--- src/ips_pkg.sv ---
// constants, enums and field layouts for the port parameter and swap block
// assumes one instance per port and a 125 MHz hclk
package ips_pkg;

  // register byte offsets
  localparam logic [7:0] OFS_CTRL   = 8'h00;
  localparam logic [7:0] OFS_MAKER  = 8'h04;
  localparam logic [7:0] OFS_PART   = 8'h08;
  localparam logic [7:0] OFS_STATUS = 8'h0C;
  localparam logic [7:0] OFS_STORE  = 8'h10;

  // field positions inside the status word
  localparam int STAT_CYCLE_LSB  = 0;
  localparam int STAT_STORED_BIT = 16;
  localparam int STAT_BACKUP_BIT = 17;
  localparam int STAT_MATCH_BIT  = 18;

  typedef enum logic [1:0] {
    FAULT_CLEAR_KEEP_VALID = 2'h0,
    FAULT_HOLD             = 2'h1,
    FAULT_CLEAR_DROP_VALID = 2'h2
  } ips_fault_e;

  typedef enum logic [1:0] {
    SWAP_DIRECT = 2'h0,
    SWAP_16     = 2'h1,
    SWAP_32     = 2'h2,
    SWAP_ALL    = 2'h3
  } ips_swap_e;

  typedef enum logic [2:0] {
    VAL_NO_CHECK       = 3'h0,
    VAL_TYPE_V10       = 3'h1,
    VAL_TYPE_V11       = 3'h2,
    VAL_V11_BACKUP_RST = 3'h3,
    VAL_V11_RESTORE    = 3'h4
  } ips_valid_e;

  // control word, high bits first in the register
  typedef struct packed {
    logic [15:0] spare;
    ips_valid_e  validation;
    logic        manual_port_mode;
    ips_swap_e   swap_mode;
    logic [1:0]  fault_mode;
    logic [7:0]  port_cycle_code;
  } ips_ctrl_s;

  localparam logic [31:0] CTRL_RESET  = 32'h0000_0000;
  localparam logic [15:0] MAKER_RESET = 16'h0001;
  localparam logic [23:0] PART_RESET  = 24'h00_0001;

  // cycle times in units of 0.1 ms
  localparam logic [10:0] CYC_MIN    = 11'h004;
  localparam logic [10:0] CYC_MAX    = 11'h530;
  localparam logic [10:0] BASE1_OFS  = 11'h040;
  localparam logic [10:0] BASE2_OFS  = 11'h140;
  localparam logic [10:0] STEP0      = 11'h001;
  localparam logic [10:0] STEP1      = 11'h004;
  localparam logic [10:0] STEP2      = 11'h010;

  localparam int CLK_PERIOD_NS = 8;
  localparam int TIME_UNIT_NS  = 100000;
  localparam int TICK_CYCLES   = (TIME_UNIT_NS + CLK_PERIOD_NS - 1) / CLK_PERIOD_NS;

  // mapping area and parameter store
  localparam int MAP_BYTES   = 16;
  localparam int STORE_WORDS = 16;

endpackage

--- src/ips_store_mem.sv ---
// small parameter store, one write port and one registered read port
// assumes the caller never reads and writes the same word in one cycle
`timescale 1ns/1ps
`default_nettype none
module ips_store_mem (
  // clock
  input  wire logic        hclk,
  // write port
  input  wire logic        wr_en,
  input  wire logic [3:0]  wr_idx,
  input  wire logic [31:0] wr_data,
  // read port
  input  wire logic        rd_en,
  input  wire logic [3:0]  rd_idx,
  output var  logic [31:0] rd_data
);

  logic [31:0] words [ips_pkg::STORE_WORDS];

  // no reset on the array; validity is tracked outside
  always_ff @(posedge hclk) begin
    if (wr_en) begin
      words[wr_idx] <= wr_data;
    end
    if (rd_en) begin
      rd_data <= words[rd_idx];
    end
  end

endmodule // ips_store_mem
`default_nettype wire

--- src/ips_port_top.sv ---
// one port: cycle code decode, identity compare values, fault output policy,
// process data padding and swap, parameter backup and restore store
// assumes upstream and port-engine inputs are on hclk, AHB-Lite single slave
//
// Behaviour
// - code zero uses device minimum cycle time
// - bits 5..0 multiplier, bits 7..6 time base
// - base 00 gives multiplier times 0.1 ms
// - base 01 gives 6.4 ms plus multiplier*0.4
// - base 10 gives 32 ms plus multiplier*1.6
// - clamp to 0.4 ms .. 132.8 ms
// - too fast request runs at fastest achievable
// - 16-bit nonzero maker code, reset 0x0001
// - 24-bit nonzero part code, reset 0x000001
// - clear-keep-valid zeroes outputs, valid stays high
// - hold repeats last upstream data, valid high
// - clear-drop-valid zeroes outputs, valid low
// - 16-bit swap exchanges bytes of each word
// - 32-bit swap reverses each full 4-byte padded word
// - full swap reverses whole padded area
// - short data padded with zeros, then swapped
// - two-byte area never swapped by 32-bit
// - backup only in manual with V1.1 store
// - store set, restore into replacement device
// - identity code change discards stored set
//
// Chosen here: the AHB-Lite interface to the registers and the register addresses.
`timescale 1ns/1ps
`default_nettype none
module ips_port_top #(
  parameter int TICK_CYCLES = ips_pkg::TICK_CYCLES
) (
  // clock and reset
  input  wire logic         hclk,
  input  wire logic         hresetn,
  // AHB-Lite slave
  input  wire logic         hsel,
  input  wire logic [7:0]   haddr,
  input  wire logic [1:0]   htrans,
  input  wire logic         hwrite,
  input  wire logic [2:0]   hsize,
  input  wire logic [31:0]  hwdata,
  input  wire logic         hready,
  output var  logic [31:0]  hrdata,
  output var  logic         hreadyout,
  output var  logic         hresp,
  // upstream process image
  input  wire logic         upstream_fault,
  input  wire logic         out_image_strobe,
  input  wire logic [127:0] out_image,
  // port engine: timing and identity
  input  wire logic [10:0]  dev_min_cycle,
  input  wire logic [10:0]  port_fastest_cycle,
  input  wire logic [15:0]  actual_maker_code,
  input  wire logic [23:0]  actual_part_code,
  // port engine: process data from device
  input  wire logic         dev_pd_strobe,
  input  wire logic [127:0] dev_pd,
  input  wire logic [4:0]   dev_pd_len,
  input  wire logic [4:0]   map_len,
  // port engine: parameter upload and download
  input  wire logic         param_wr_valid,
  input  wire logic [3:0]   param_wr_idx,
  input  wire logic [31:0]  param_wr_data,
  input  wire logic         param_wr_commit,
  input  wire logic         param_rd_req,
  input  wire logic [3:0]   param_rd_idx,
  // outputs to port engine
  output var  logic [127:0] port_out_data,
  output var  logic         port_out_valid,
  output var  logic [127:0] mapped_pd,
  output var  logic [10:0]  cycle_time,
  output var  logic         cycle_start,
  output var  logic         id_mismatch,
  output var  logic         backup_enable,
  output var  logic         restore_enable,
  output var  logic [31:0]  param_rd_data,
  output var  logic         param_rd_valid
);

  ips_pkg::ips_ctrl_s ctrl;
  logic [15:0] expected_maker_code;
  logic [23:0] expected_part_code;
  logic        stored_valid;

  // AHB address phase capture
  logic       dp_write;
  logic [7:0] dp_addr;
  wire        ahb_take  = hsel & htrans[1] & hready;
  wire        ahb_wr    = dp_write;
  wire        wr_ctrl   = ahb_wr & (dp_addr == ips_pkg::OFS_CTRL);
  wire        wr_maker  = ahb_wr & (dp_addr == ips_pkg::OFS_MAKER);
  wire        wr_part   = ahb_wr & (dp_addr == ips_pkg::OFS_PART);

  always_ff @(posedge hclk or negedge hresetn) begin
    if (!hresetn) begin
      dp_write  <= 1'b0;
      dp_addr   <= 8'h00;
      hreadyout <= 1'b0;
      hresp     <= 1'b0;
    end else begin
      dp_write  <= ahb_take & hwrite;
      dp_addr   <= haddr;
      hreadyout <= 1'b1;
      hresp     <= 1'b0;
    end
  end

  // zero-valued identity writes are dropped, the field only holds nonzero codes
  wire [15:0] maker_wval  = hwdata[15:0];
  wire [23:0] part_wval   = hwdata[23:0];
  wire        maker_load  = wr_maker & (maker_wval != 16'h0000);
  wire        part_load   = wr_part & (part_wval != 24'h00_0000);
  wire        id_changed  = (maker_load & (maker_wval != expected_maker_code)) |
                            (part_load & (part_wval != expected_part_code));

  always_ff @(posedge hclk or negedge hresetn) begin
    if (!hresetn) begin
      ctrl                <= ips_pkg::CTRL_RESET;
      expected_maker_code <= ips_pkg::MAKER_RESET;
      expected_part_code  <= ips_pkg::PART_RESET;
    end else begin
      if (wr_ctrl) begin
        ctrl <= hwdata;
      end
      if (maker_load) begin
        expected_maker_code <= maker_wval;
      end
      if (part_load) begin
        expected_part_code <= part_wval;
      end
    end
  end

  // cycle code decode, all in 0.1 ms units
  wire [1:0]  time_base  = ctrl.port_cycle_code[7:6];
  wire [10:0] multiplier = {5'h00, ctrl.port_cycle_code[5:0]};
  wire [10:0] cyc_base0  = multiplier * ips_pkg::STEP0;
  wire [10:0] cyc_base1  = ips_pkg::BASE1_OFS + multiplier * ips_pkg::STEP1;
  wire [10:0] cyc_base2  = ips_pkg::BASE2_OFS + multiplier * ips_pkg::STEP2;
  wire [10:0] cyc_raw    = (time_base == 2'b00) ? cyc_base0 :
                           (time_base == 2'b01) ? cyc_base1 :
                           (time_base == 2'b10) ? cyc_base2 : ips_pkg::CYC_MAX;
  wire [10:0] cyc_sel    = (ctrl.port_cycle_code == 8'h00) ? dev_min_cycle : cyc_raw;
  wire [10:0] cyc_req    = (cyc_sel < ips_pkg::CYC_MIN) ? ips_pkg::CYC_MIN :
                           (cyc_sel > ips_pkg::CYC_MAX) ? ips_pkg::CYC_MAX : cyc_sel;
  // the port engine knows what it can sustain; never run faster than that
  wire [10:0] next_cycle_time = (cyc_req < port_fastest_cycle) ? port_fastest_cycle
                                                               : cyc_req;

  // cycle pacing: 0.1 ms ticks counted up to the effective cycle time
  logic [15:0] tick_cnt;
  logic [10:0] unit_cnt;
  wire         tick_end = (tick_cnt == 16'(TICK_CYCLES - 1));
  wire         unit_end = (unit_cnt >= cycle_time - 11'h001);

  always_ff @(posedge hclk or negedge hresetn) begin
    if (!hresetn) begin
      cycle_time  <= ips_pkg::CYC_MIN;
      tick_cnt    <= 16'h0000;
      unit_cnt    <= 11'h000;
      cycle_start <= 1'b0;
    end else begin
      cycle_time  <= next_cycle_time;
      tick_cnt    <= tick_end ? 16'h0000 : tick_cnt + 16'h0001;
      cycle_start <= tick_end & unit_end;
      if (tick_end) begin
        unit_cnt <= unit_end ? 11'h000 : unit_cnt + 11'h001;
      end
    end
  end

  // identity compare only matters once checking is on
  wire check_on  = (ctrl.validation != ips_pkg::VAL_NO_CHECK);
  wire id_equal  = (actual_maker_code == expected_maker_code) &
                   (actual_part_code == expected_part_code);
  wire next_mism = check_on & ~id_equal;

  // output policy while upstream is faulted
  logic [127:0] last_out;
  wire          fault_keep  = (ctrl.fault_mode == ips_pkg::FAULT_CLEAR_KEEP_VALID);
  wire          fault_hold  = (ctrl.fault_mode == ips_pkg::FAULT_HOLD);
  wire [127:0]  next_out    = !upstream_fault ? last_out :
                              fault_hold      ? last_out : 128'h0;
  wire          next_ovalid = !upstream_fault | fault_keep | fault_hold;

  always_ff @(posedge hclk or negedge hresetn) begin
    if (!hresetn) begin
      last_out       <= 128'h0;
      port_out_data  <= 128'h0;
      port_out_valid <= 1'b0;
      id_mismatch    <= 1'b0;
    end else begin
      // fresh upstream data is ignored while faulted so hold keeps the last good set
      if (out_image_strobe & !upstream_fault) begin
        last_out <= out_image;
      end
      port_out_data  <= next_out;
      port_out_valid <= next_ovalid;
      id_mismatch    <= next_mism;
    end
  end

  // padding and swap of device process data into the mapping area
  logic [7:0] pad_byte [ips_pkg::MAP_BYTES];
  logic [7:0] swp_byte [ips_pkg::MAP_BYTES];
  wire        map_is_two = (map_len == 5'h02);

  for (genvar j = 0; j < ips_pkg::MAP_BYTES; j++) begin : g_map
    localparam logic [4:0] J = 5'(j);
    wire        in_map  = (J < map_len);
    wire        in_data = (J < dev_pd_len) & in_map;
    wire        word_in = ((J | 5'h03) < map_len);
    wire [4:0]  src16   = J ^ 5'h01;
    wire [4:0]  src32   = (map_is_two | !word_in) ? J : (J ^ 5'h03);
    wire [4:0]  srcall  = map_len - 5'h01 - J;
    wire [4:0]  src     = (ctrl.swap_mode == ips_pkg::SWAP_16)  ? src16 :
                          (ctrl.swap_mode == ips_pkg::SWAP_32)  ? src32 :
                          (ctrl.swap_mode == ips_pkg::SWAP_ALL) ? srcall : J;
    assign pad_byte[j] = in_data ? dev_pd[8*j +: 8] : 8'h00;
    // swap reads the padded bytes, so zeros move with the data
    assign swp_byte[j] = in_map ? pad_byte[src[3:0]] : 8'h00;
  end

  logic [127:0] next_mapped;
  always_comb begin
    next_mapped = 128'h0;
    for (int k = 0; k < ips_pkg::MAP_BYTES; k++) begin
      next_mapped[8*k +: 8] = swp_byte[k];
    end
  end

  always_ff @(posedge hclk or negedge hresetn) begin
    if (!hresetn) begin
      mapped_pd <= 128'h0;
    end else if (dev_pd_strobe) begin
      mapped_pd <= next_mapped;
    end
  end

  // parameter store enable and validity
  wire v11_store   = (ctrl.validation == ips_pkg::VAL_V11_BACKUP_RST) |
                     (ctrl.validation == ips_pkg::VAL_V11_RESTORE);
  wire store_on    = ctrl.manual_port_mode & v11_store;
  wire backup_ok   = ctrl.manual_port_mode &
                     (ctrl.validation == ips_pkg::VAL_V11_BACKUP_RST);
  wire store_set   = backup_ok & param_wr_commit;
  wire store_clear = id_changed | !store_on;
  wire mem_wr      = backup_ok & param_wr_valid;
  wire mem_rd      = store_on & stored_valid & param_rd_req;

  always_ff @(posedge hclk or negedge hresetn) begin
    if (!hresetn) begin
      stored_valid   <= 1'b0;
      backup_enable  <= 1'b0;
      restore_enable <= 1'b0;
      param_rd_valid <= 1'b0;
    end else begin
      // a commit in the same cycle as a clear keeps the fresh set
      if (store_set) begin
        stored_valid <= 1'b1;
      end else if (store_clear) begin
        stored_valid <= 1'b0;
      end
      backup_enable  <= backup_ok;
      restore_enable <= store_on & stored_valid;
      param_rd_valid <= mem_rd;
    end
  end

  ips_store_mem u_store (
    .hclk    (hclk),
    .wr_en   (mem_wr),
    .wr_idx  (param_wr_idx),
    .wr_data (param_wr_data),
    .rd_en   (mem_rd),
    .rd_idx  (param_rd_idx),
    .rd_data (param_rd_data)
  );

  // register read mux, returned in the data phase from a flop
  logic [31:0] status_word;
  always_comb begin
    status_word = 32'h0000_0000;
    status_word[ips_pkg::STAT_CYCLE_LSB +: 11] = cycle_time;
    status_word[ips_pkg::STAT_STORED_BIT]      = stored_valid;
    status_word[ips_pkg::STAT_BACKUP_BIT]      = backup_enable;
    status_word[ips_pkg::STAT_MATCH_BIT]       = ~id_mismatch;
  end

  wire [31:0] rd_mux = (haddr == ips_pkg::OFS_CTRL)   ? ctrl :
                       (haddr == ips_pkg::OFS_MAKER)  ? {16'h0000, expected_maker_code} :
                       (haddr == ips_pkg::OFS_PART)   ? {8'h00, expected_part_code} :
                       (haddr == ips_pkg::OFS_STATUS) ? status_word :
                       (haddr == ips_pkg::OFS_STORE)  ? {31'h0000_0000, stored_valid} :
                                                        32'h0000_0000;

  always_ff @(posedge hclk or negedge hresetn) begin
    if (!hresetn) begin
      hrdata <= 32'h0000_0000;
    end else if (ahb_take & !hwrite) begin
      hrdata <= rd_mux;
    end
  end

endmodule // ips_port_top
`default_nettype wire

--- config.mk ---
export PLATFORM = sky130hd
export DESIGN_NAME = ips_port_top
export DESIGN_NICKNAME = d
export VERILOG_FILES = /design/src/ips_pkg.sv /design/src/ips_store_mem.sv /design/src/ips_port_top.sv
export SDC_FILE = /design/constraint.sdc
export NUM_CORES = 2
export LEC_CHECK = 0
export ABC_AREA = 1
export BUFFER_PORTS_ARGS = -buffer_cell sky130_fd_sc_hd__buf_2
export CAP_MARGIN = 30
export CORE_ASPECT_RATIO = 0.75
export CORE_MARGIN = 2
export CORE_UTILIZATION = 50
export CTS_CLUSTER_SIZE = 14
export DETAILED_ROUTE_END_ITERATION = 10
export PLACE_DENSITY = 0.71
export SETUP_SLACK_MARGIN = 0.2
export SKIP_LAST_GASP = 1
export SYNTH_ARGS = -nofsm -noshare
export SYNTH_HDL_FRONTEND = slang
export SYNTH_SLANG_ARGS = --single-unit
--- constraint.sdc ---
create_clock -name hclk -period 4.16 [get_ports hclk]
set_input_delay 0.416 -clock hclk [delete_from_list [all_inputs] [get_ports hclk]]
set_output_delay 0.416 -clock hclk [all_outputs]
set_load 0.01 [all_outputs]
## Word-level counts from Yosys, hierarchy flattened

Memory sizes are Yosys's and may differ from the RTL's. A register that Yosys moved wholly into a read port is not among the register bits.
Index checks and enable logic that the tools add are counted.

- Input bits: 424
- Output and inout port bits: 339
- Memories kept: 1
- RAM bits: 512
- Register bits: 543

Memories:

| memory | words | bits a word | read ports | clocked after memory_dff | wr ports | RTL line | text |
|---|---|---|---|---|---|---|---|
| u_store.words | 16 | 32 | 1 | 1 | 1 | ips_store_mem.sv:18 | `logic [31:0] words [ips_pkg::STORE_WORDS];` |

- $add $sub $neg: 21
- Reductions and logical operators: 16
- Bitwise operators: 64
- Eq/ne operators: 20
- Mux-type cells: 164
- Magnitude comparators: 52

Operators with widths:

| kind | number |
|---|---|
| $bmux W8 S4 | 16 |
| $mux W8 | 64 |
| $mux W128 | 2 |
| $mux W4 | 48 |
| $mux W11 | 8 |
| $ge A5 B5 Y1 const B | 16 |
| $lt A4 B5 Y1 const A | 16 |
| $not A4 Y5 | 16 |
| $mux W24 | 2 |
| $lt A3 B5 Y1 const A | 8 |
| $and A1 B1 Y1 | 37 |
| $mux W2 | 16 |
| $mux W32 | 1 |
| $sub A4 B4 Y4 const B | 8 |
| $eq A24 B24 Y1 | 1 |
| $eq A8 B4 Y1 const B | 3 |
| $logic_not A8 Y1 | 3 |
| $ne A24 B24 Y1 | 1 |
| $reduce_bool A24 Y1 | 1 |
| $lt A1 B5 Y1 const A | 4 |
| $lt A2 B5 Y1 const A | 4 |
| $mux W19 | 1 |
| $add A16 B1 Y16 const B | 1 |
| $eq A16 B14 Y1 const B | 1 |
| 29 further kinds | 59 |

## Longest topological paths before layout

- Depth after elaboration: 11
- Mapped depth: 25
- Mapped depth without buffers: 24

## Modules after synthesis

From an unflattened synthesis, not the netlist that was laid out.

- Cell total of the unflattened synthesis: 7291
- Area total of the unflattened synthesis: 57626.5 sq um

Modules (own cells, without submodules):

| module | instances | sequential area each (sq um) | area each (sq um) | cells each |
|---|---|---|---|---|
| ips_port_top | 1 | 13591.8 | 34568.2 | 5170 |
| ips_store_mem | 1 | 16335.7 | 23058.4 | 2121 |

## Least setup slack after synthesis

OpenSTA, ideal clock, no wires.

- Kind: reg-to-reg
- Start point: reg ctrl[15] (netlist bit)
- End point: reg u_store.rd_data[0] (read register of u_store.words) (enable)
- Stages on the path, launching flop included: 6
- Data required time: 3690 ps
- Arrival: 3112 ps
- Slack: 579 ps
- Cell sequence: dfrtp_1 > inv_1 > nand4_1 > inv_1 > a31oi_1 > nor3b_1

- Word-level cells in the longest chain between the ends: 5
- Elaborated cells on any way between the ends: 6

Ends and longest elaborated chain:

| item | RTL line | text |
|---|---|---|
| start, declared | ips_port_top.sv:81 | `ips_pkg::ips_ctrl_s ctrl;` |
| start signal, assigned | ips_port_top.sv:119 | `ctrl <= ips_pkg::CTRL_RESET;` |
| start signal, assigned | ips_port_top.sv:124 | `ctrl <= hwdata;` |
| $eq A3 B2 Y1 or $eq A3 B3 Y1 (tied branches) | ips_port_top.sv:242, ips_port_top.sv:243 |  |
| $or A1 B1 Y1 * | ips_port_top.sv:242 | `wire v11_store = (ctrl.validation == ips_pkg::VAL_V11_BACKUP_RST) \|` |
| $and A1 B1 Y1 * | ips_port_top.sv:244 | `wire store_on = ctrl.manual_port_mode & v11_store;` |
| $and A1 B1 Y1 * (2 in series) | ips_port_top.sv:250 | `wire mem_rd = store_on & stored_valid & param_rd_req;` |
| named net mem_rd | ips_port_top.sv:250 |  |
| end, declared | ips_store_mem.sv:15 | `output var logic [31:0] rd_data` |

Mark *: on every way through the listed nets, which the timed path passes. The rest lies on a longest branch.
A chain may end at the register's enable or synchronous reset.

## Final worst setup path

- Start point: reg ctrl[10] (netlist bit)
- End point: reg mapped_pd[43]

- Word-level cells in the longest chain between the ends: 9
- Elaborated cells on any way between the ends: 11

Ends and longest elaborated chain:

| item | RTL line | text |
|---|---|---|
| $eq A2 B2 Y1 | ips_port_top.sv:219 | `(ctrl.swap_mode == ips_pkg::SWAP_ALL) ? srcall : J;` |
| $mux W4 | ips_port_top.sv:219 |  |
| $mux W4 | ips_port_top.sv:218 | `(ctrl.swap_mode == ips_pkg::SWAP_32) ? src32 :` |
| $mux W4 * | ips_port_top.sv:217 | `wire [4:0] src = (ctrl.swap_mode == ips_pkg::SWAP_16) ? src16 :` |
| $not A4 Y5 (implied by the code) * | ips_port_top.sv:222 | `assign swp_byte[j] = in_map ? pad_byte[src[3:0]] : 8'h00;` |
| $bmux W8 S4 * | ips_port_top.sv:222 |  |
| $mux W8 (implied by the code) * (2 in series) | ips_port_top.sv:222 |  |
| $mux W8 * | ips_port_top.sv:222 |  |
| end signal, assigned | ips_port_top.sv:237 | `mapped_pd <= next_mapped;` |
| end, declared | ips_port_top.sv:71 | `output var logic [127:0] mapped_pd,` |

Mark *: on every way between the ends. The rest lies on a longest branch, timed or not. The select of a mux whose other input is x is not followed.

==> flow_summary_export.csv <==
group,metric,value,unit
layout,area_delta_synth_final,20.4,%
layout,fin_cells,8744,
timing,setup_viol,0,
run,drv_cap,0,
clock_tree,cts.sinks,1087,
routing,wl_per_cell,26.0,um
setup_path,cp_num_buf_inv,1,
synthesis,synth_enable_flop_cells,544,
global_route,grt_overflow,0,
global_route,antenna_found_initial,38,
global_route,grt_usage,39.1,%
floorplan,fp.dieH,292,um
clock_tree,cts-root-buf,"clkbuf_16",
synthesis,ys_warn_count,0,
synthesis,async_reset_ff_share,50.0,%
setup_path,required,4.74,ns
synthesis,ys_seq_area_share,54.2,%
setup_path,crit_top_cell,"nand2_1",
clock_tree,numCtsBuffers,104,
clock_tree,postCtsSetupBuffers,0,
worst_hold_path,holdCritPathClass,"in2reg",
routing,drcViolationCount,0,
clock_tree,cts_max_path_buffers,3,
global_route,grt_max_degree,129,
power,p_int,19.3,mW
timing,worst_slack,0.549,ns
setup_path,cp-start-kind,"flip-flop",
place,place_inst,8362,
power,netSwitchingFraction,31.1,%
setup_path,crit_path_max_fanout,36,
routing,vias,51600,
routing,ant_nets,0,
clock_tree,clk_pin_slew_worst_paths,0.06,ns
clock_tree,insertion_delay,0.74,ns
setup_path,crit_type,"reg2reg",
timing,finalSetupTns,0,ns
power,power,28.0,mW
synthesis,synth-seq-cells,1087,
outcome,status,"completed",
place,placed_area,61100,um^2
place,io_buffer_count,757,
setup_path,crit_chain,"nor2_1 > o21a_1 > nand2_1 > nand2_2 > buf_12 > nor2_1 > a21oi_1 > nand2_1 > a21oi_1 > o21ai_0 > nand3_1 > nand2_1",
floorplan,die_x,388,um
power,p_seq_share,43.6,%
power,p_leak,30.4,nW
layout,drive_gt1_share,17.0,%
timing,slew_headroom,25.9,%
power,ir_worst_vdd,0.359,mV
timing,tightestPinTransition,1.11,ns
timing,max_freq,0.277,GHz
routing,avgViaCountPerCell,5.90,
place,place_congestion,1.07,
power,clkPwrFrac,35.9,%
power,p_sw,8.70,mW
synthesis,ys_types,61,
synthesis,synth_nets,6824,
synthesis,synth_ff_type,"edfxtp_1",
clock_tree,cts_tree,"yes",
floorplan,floorplan.initialDensity,50.5,%
setup_path,critPathMaxStageDelay,0.73,ns
clock_tree,htreeDepth,3,
floorplan,die_area,113000,um^2
setup_path,crit_slowest_cell,"a21oi_1",
setup_path,cp-end-kind,"flip-flop",
synthesis,synthesis.area,55200,um^2
synthesis,syn_area_per_cell,8.69,um^2
timing,period_minus_slack,3.61,ns
setup_path,cp_data_arrival_time,4.19,ns
timing,slew_viol_final,0,
routing,first_pass_iters,6,
layout,nets,7656,
routing,drt_wl_total,227,mm
timing,rsz0062_at_grt,"no",
global_route,grt_pass1_wl,325,mm
floorplan,pin_count,763,
synthesis,synth_cells,6357,
layout,fin_area,66500,um^2
global_route,grt_pass1_vias,47400,
routing,drtIter0Drc,7062,
power,pwr-share-comb,20.5,%
timing,finClkSkew,0.0552,ns
setup_path,critPathTopFamily,"compound AO/OA/AOI/OAI gates",
floorplan,core-area,109000,um^2
timing,finalCritPeriodShare,86.8,%
timing,hold_violations,0,
floorplan,num_rows,105,
power,power_density,421,nW/um^2
place,dpl.hpwl,162,mm
place,pre_cts_ws,0.502,ns
worst register-to-register path: stages, from the launching register on:
cell and delay (ns):
dfrtp_1 0.51, nor2_1 0.26, o21a_1 0.22, nand2_1 0.10
nand2_2 0.34, buf_12 0.27, nor2_1 0.09, a21oi_1 0.73
nand2_1 0.21, a21oi_1 0.38, o21ai_0 0.16, nand3_1 0.18
nand2_1 0.07
power by group through the flow:
stage               combinational [mW]  clock (mW)  sequential (mW)
detailed placement                5.36           0             12.4
CTS                               5.53        10.1             12.2
global route                      6.10        10.5             12.3
finish                            5.74        10.0             12.2
floorplan                         2.66           0             12.5
global placement                  5.34           0             12.4
timing repair:
action / in CTS / in global routing
hold endpoints to repair: 258 / 0
setup endpoints to repair: 0 / 11
resized for setup: 0 / 6
hold buffers: 164 / 0
final timing paths:
| kind | depth (start not counted) | from | slack [ns] | endpoint |
|---|---|---|---|---|
| setup / recovery | 12 | ctrl[10] | 0.55 | mapped_pd[43] |
| min in group asynchronous | 2 | hresetn | 0.30 | mapped_pd[53] |
| hold / removal | 3 | hwdata[23] | 0.06 | expected_part_code[23] |
| max in group asynchronous | 3 | hresetn | 2.76 | expected_maker_code[0] |
| hold reg to reg | 2 | last_out[23] | 0.45 | port_out_data[23] |
| setup reg to reg | 12 | ctrl[10] | 0.55 | mapped_pd[43] |
Yosys cell counts (all sizes together) (31+ instances only):
master / instances / area (um^2)
mux2i: 128 / 1280
nor2: 601 / 2340
nor3: 31 / 198
clkbuf: 237 / 890
dfrtp: 540 / 13500
xnor2: 37 / 324
buf: 134 / 666
nand3: 225 / 1150
edfxtp: 544 / 16300
a21oi: 566 / 2850
o21ai: 793 / 3980
xor2: 46 / 410
ha: 43 / 538
o211ai: 192 / 1450
nand2: 1500 / 5670
inv: 532 / 2000
metal layers:
metal	track usage, %	vias to the layer above	wire (um)
met4	15.8	20	10300
met2	57.0	3007	97300
met1	54.9	24900	92400
met5	0	-	123
li1	-	23200	-
met3	11.1	502	27200
cells by family (layout without fill, tap and decap cells):
logic type | after synthesis | in the layout | share of synthesized area (%)
DFF | 1087 | 1087 | 54.2
and+or+nand+nor | 2431 | 2432 | 17.8
AOI/OAI and AO/OA | 1669 | 1669 | 16.8
buffers and inverters | 906 | 1824 | 6.45
other | 2 | 26 | 0.0136
adders and majority gates | 43 | 43 | 0.974
muxes | 136 | 136 | 2.48
xor gates and xnor gates | 83 | 83 | 1.33
sequential cells by signal (all words and copies together), names as in the netlist, 8 cells and up:
signal,count
cycle_time,11
expected_part_code,24
dp_addr,8
expected_maker_code,16
u_store.words,512
ctrl,32
u_store.rd_data,32
tick_cnt,16
mapped_pd,128
unit_cnt,11
hrdata,32
port_out_data,128
last_out,128
per-stage QoR:
step           hold slack, ns  utilization [%]
3_3_place_gp            0.447             55.9
2_1_floorplan           0.120                -
3_5_place_dp            0.461             55.9
6_report               0.0586             60.8
4_1_cts              0.000613             60.7
5_1_grt                0.0402             60.7
placed cells by master (no fill, tap or decap), types with 12 or more instances in the layout:
cell type / count
nand2_1: 1482
buf_2: 753
o21ai_0: 661
nor2_1: 565
a21oi_1: 560
edfxtp_1: 544
dfrtp_1: 540
inv_1: 496
nand3_1: 221
o211ai_1: 191
dlygate4sd3_1: 164
buf_4: 149
o21ai_1: 131
mux2i_1: 128
clkbuf_16: 105
xor2_1: 45
ha_1: 43
xnor2_1: 37
inv_2: 34
nand4_1: 29
o221ai_1: 29
buf_12: 27
diode_2: 24
nor3_1: 24
a211oi_1: 23
nor2_4: 22
clkbuf_1: 22
nor4_1: 18
nand2_2: 17
clkinv_2: 16
clkbuf_8: 14
clkinv_1: 12
nor2_2: 12
o21bai_1: 12
bufinv_16: 12
final cells by class:
type                            count  area (um^2)
Fill cell                        9475        42900
Sequential cell                  1087        29900
Multi-Input combinational cell   4365        21900
Timing Repair Buffer             1096         7110
Clock buffer                      142         2910
Inverter                          535         2010
Tap cell                         1444         1810
Clock inverter                     51          716
Antenna cell                       24         60.1
(Power assumes the default switching activity.)
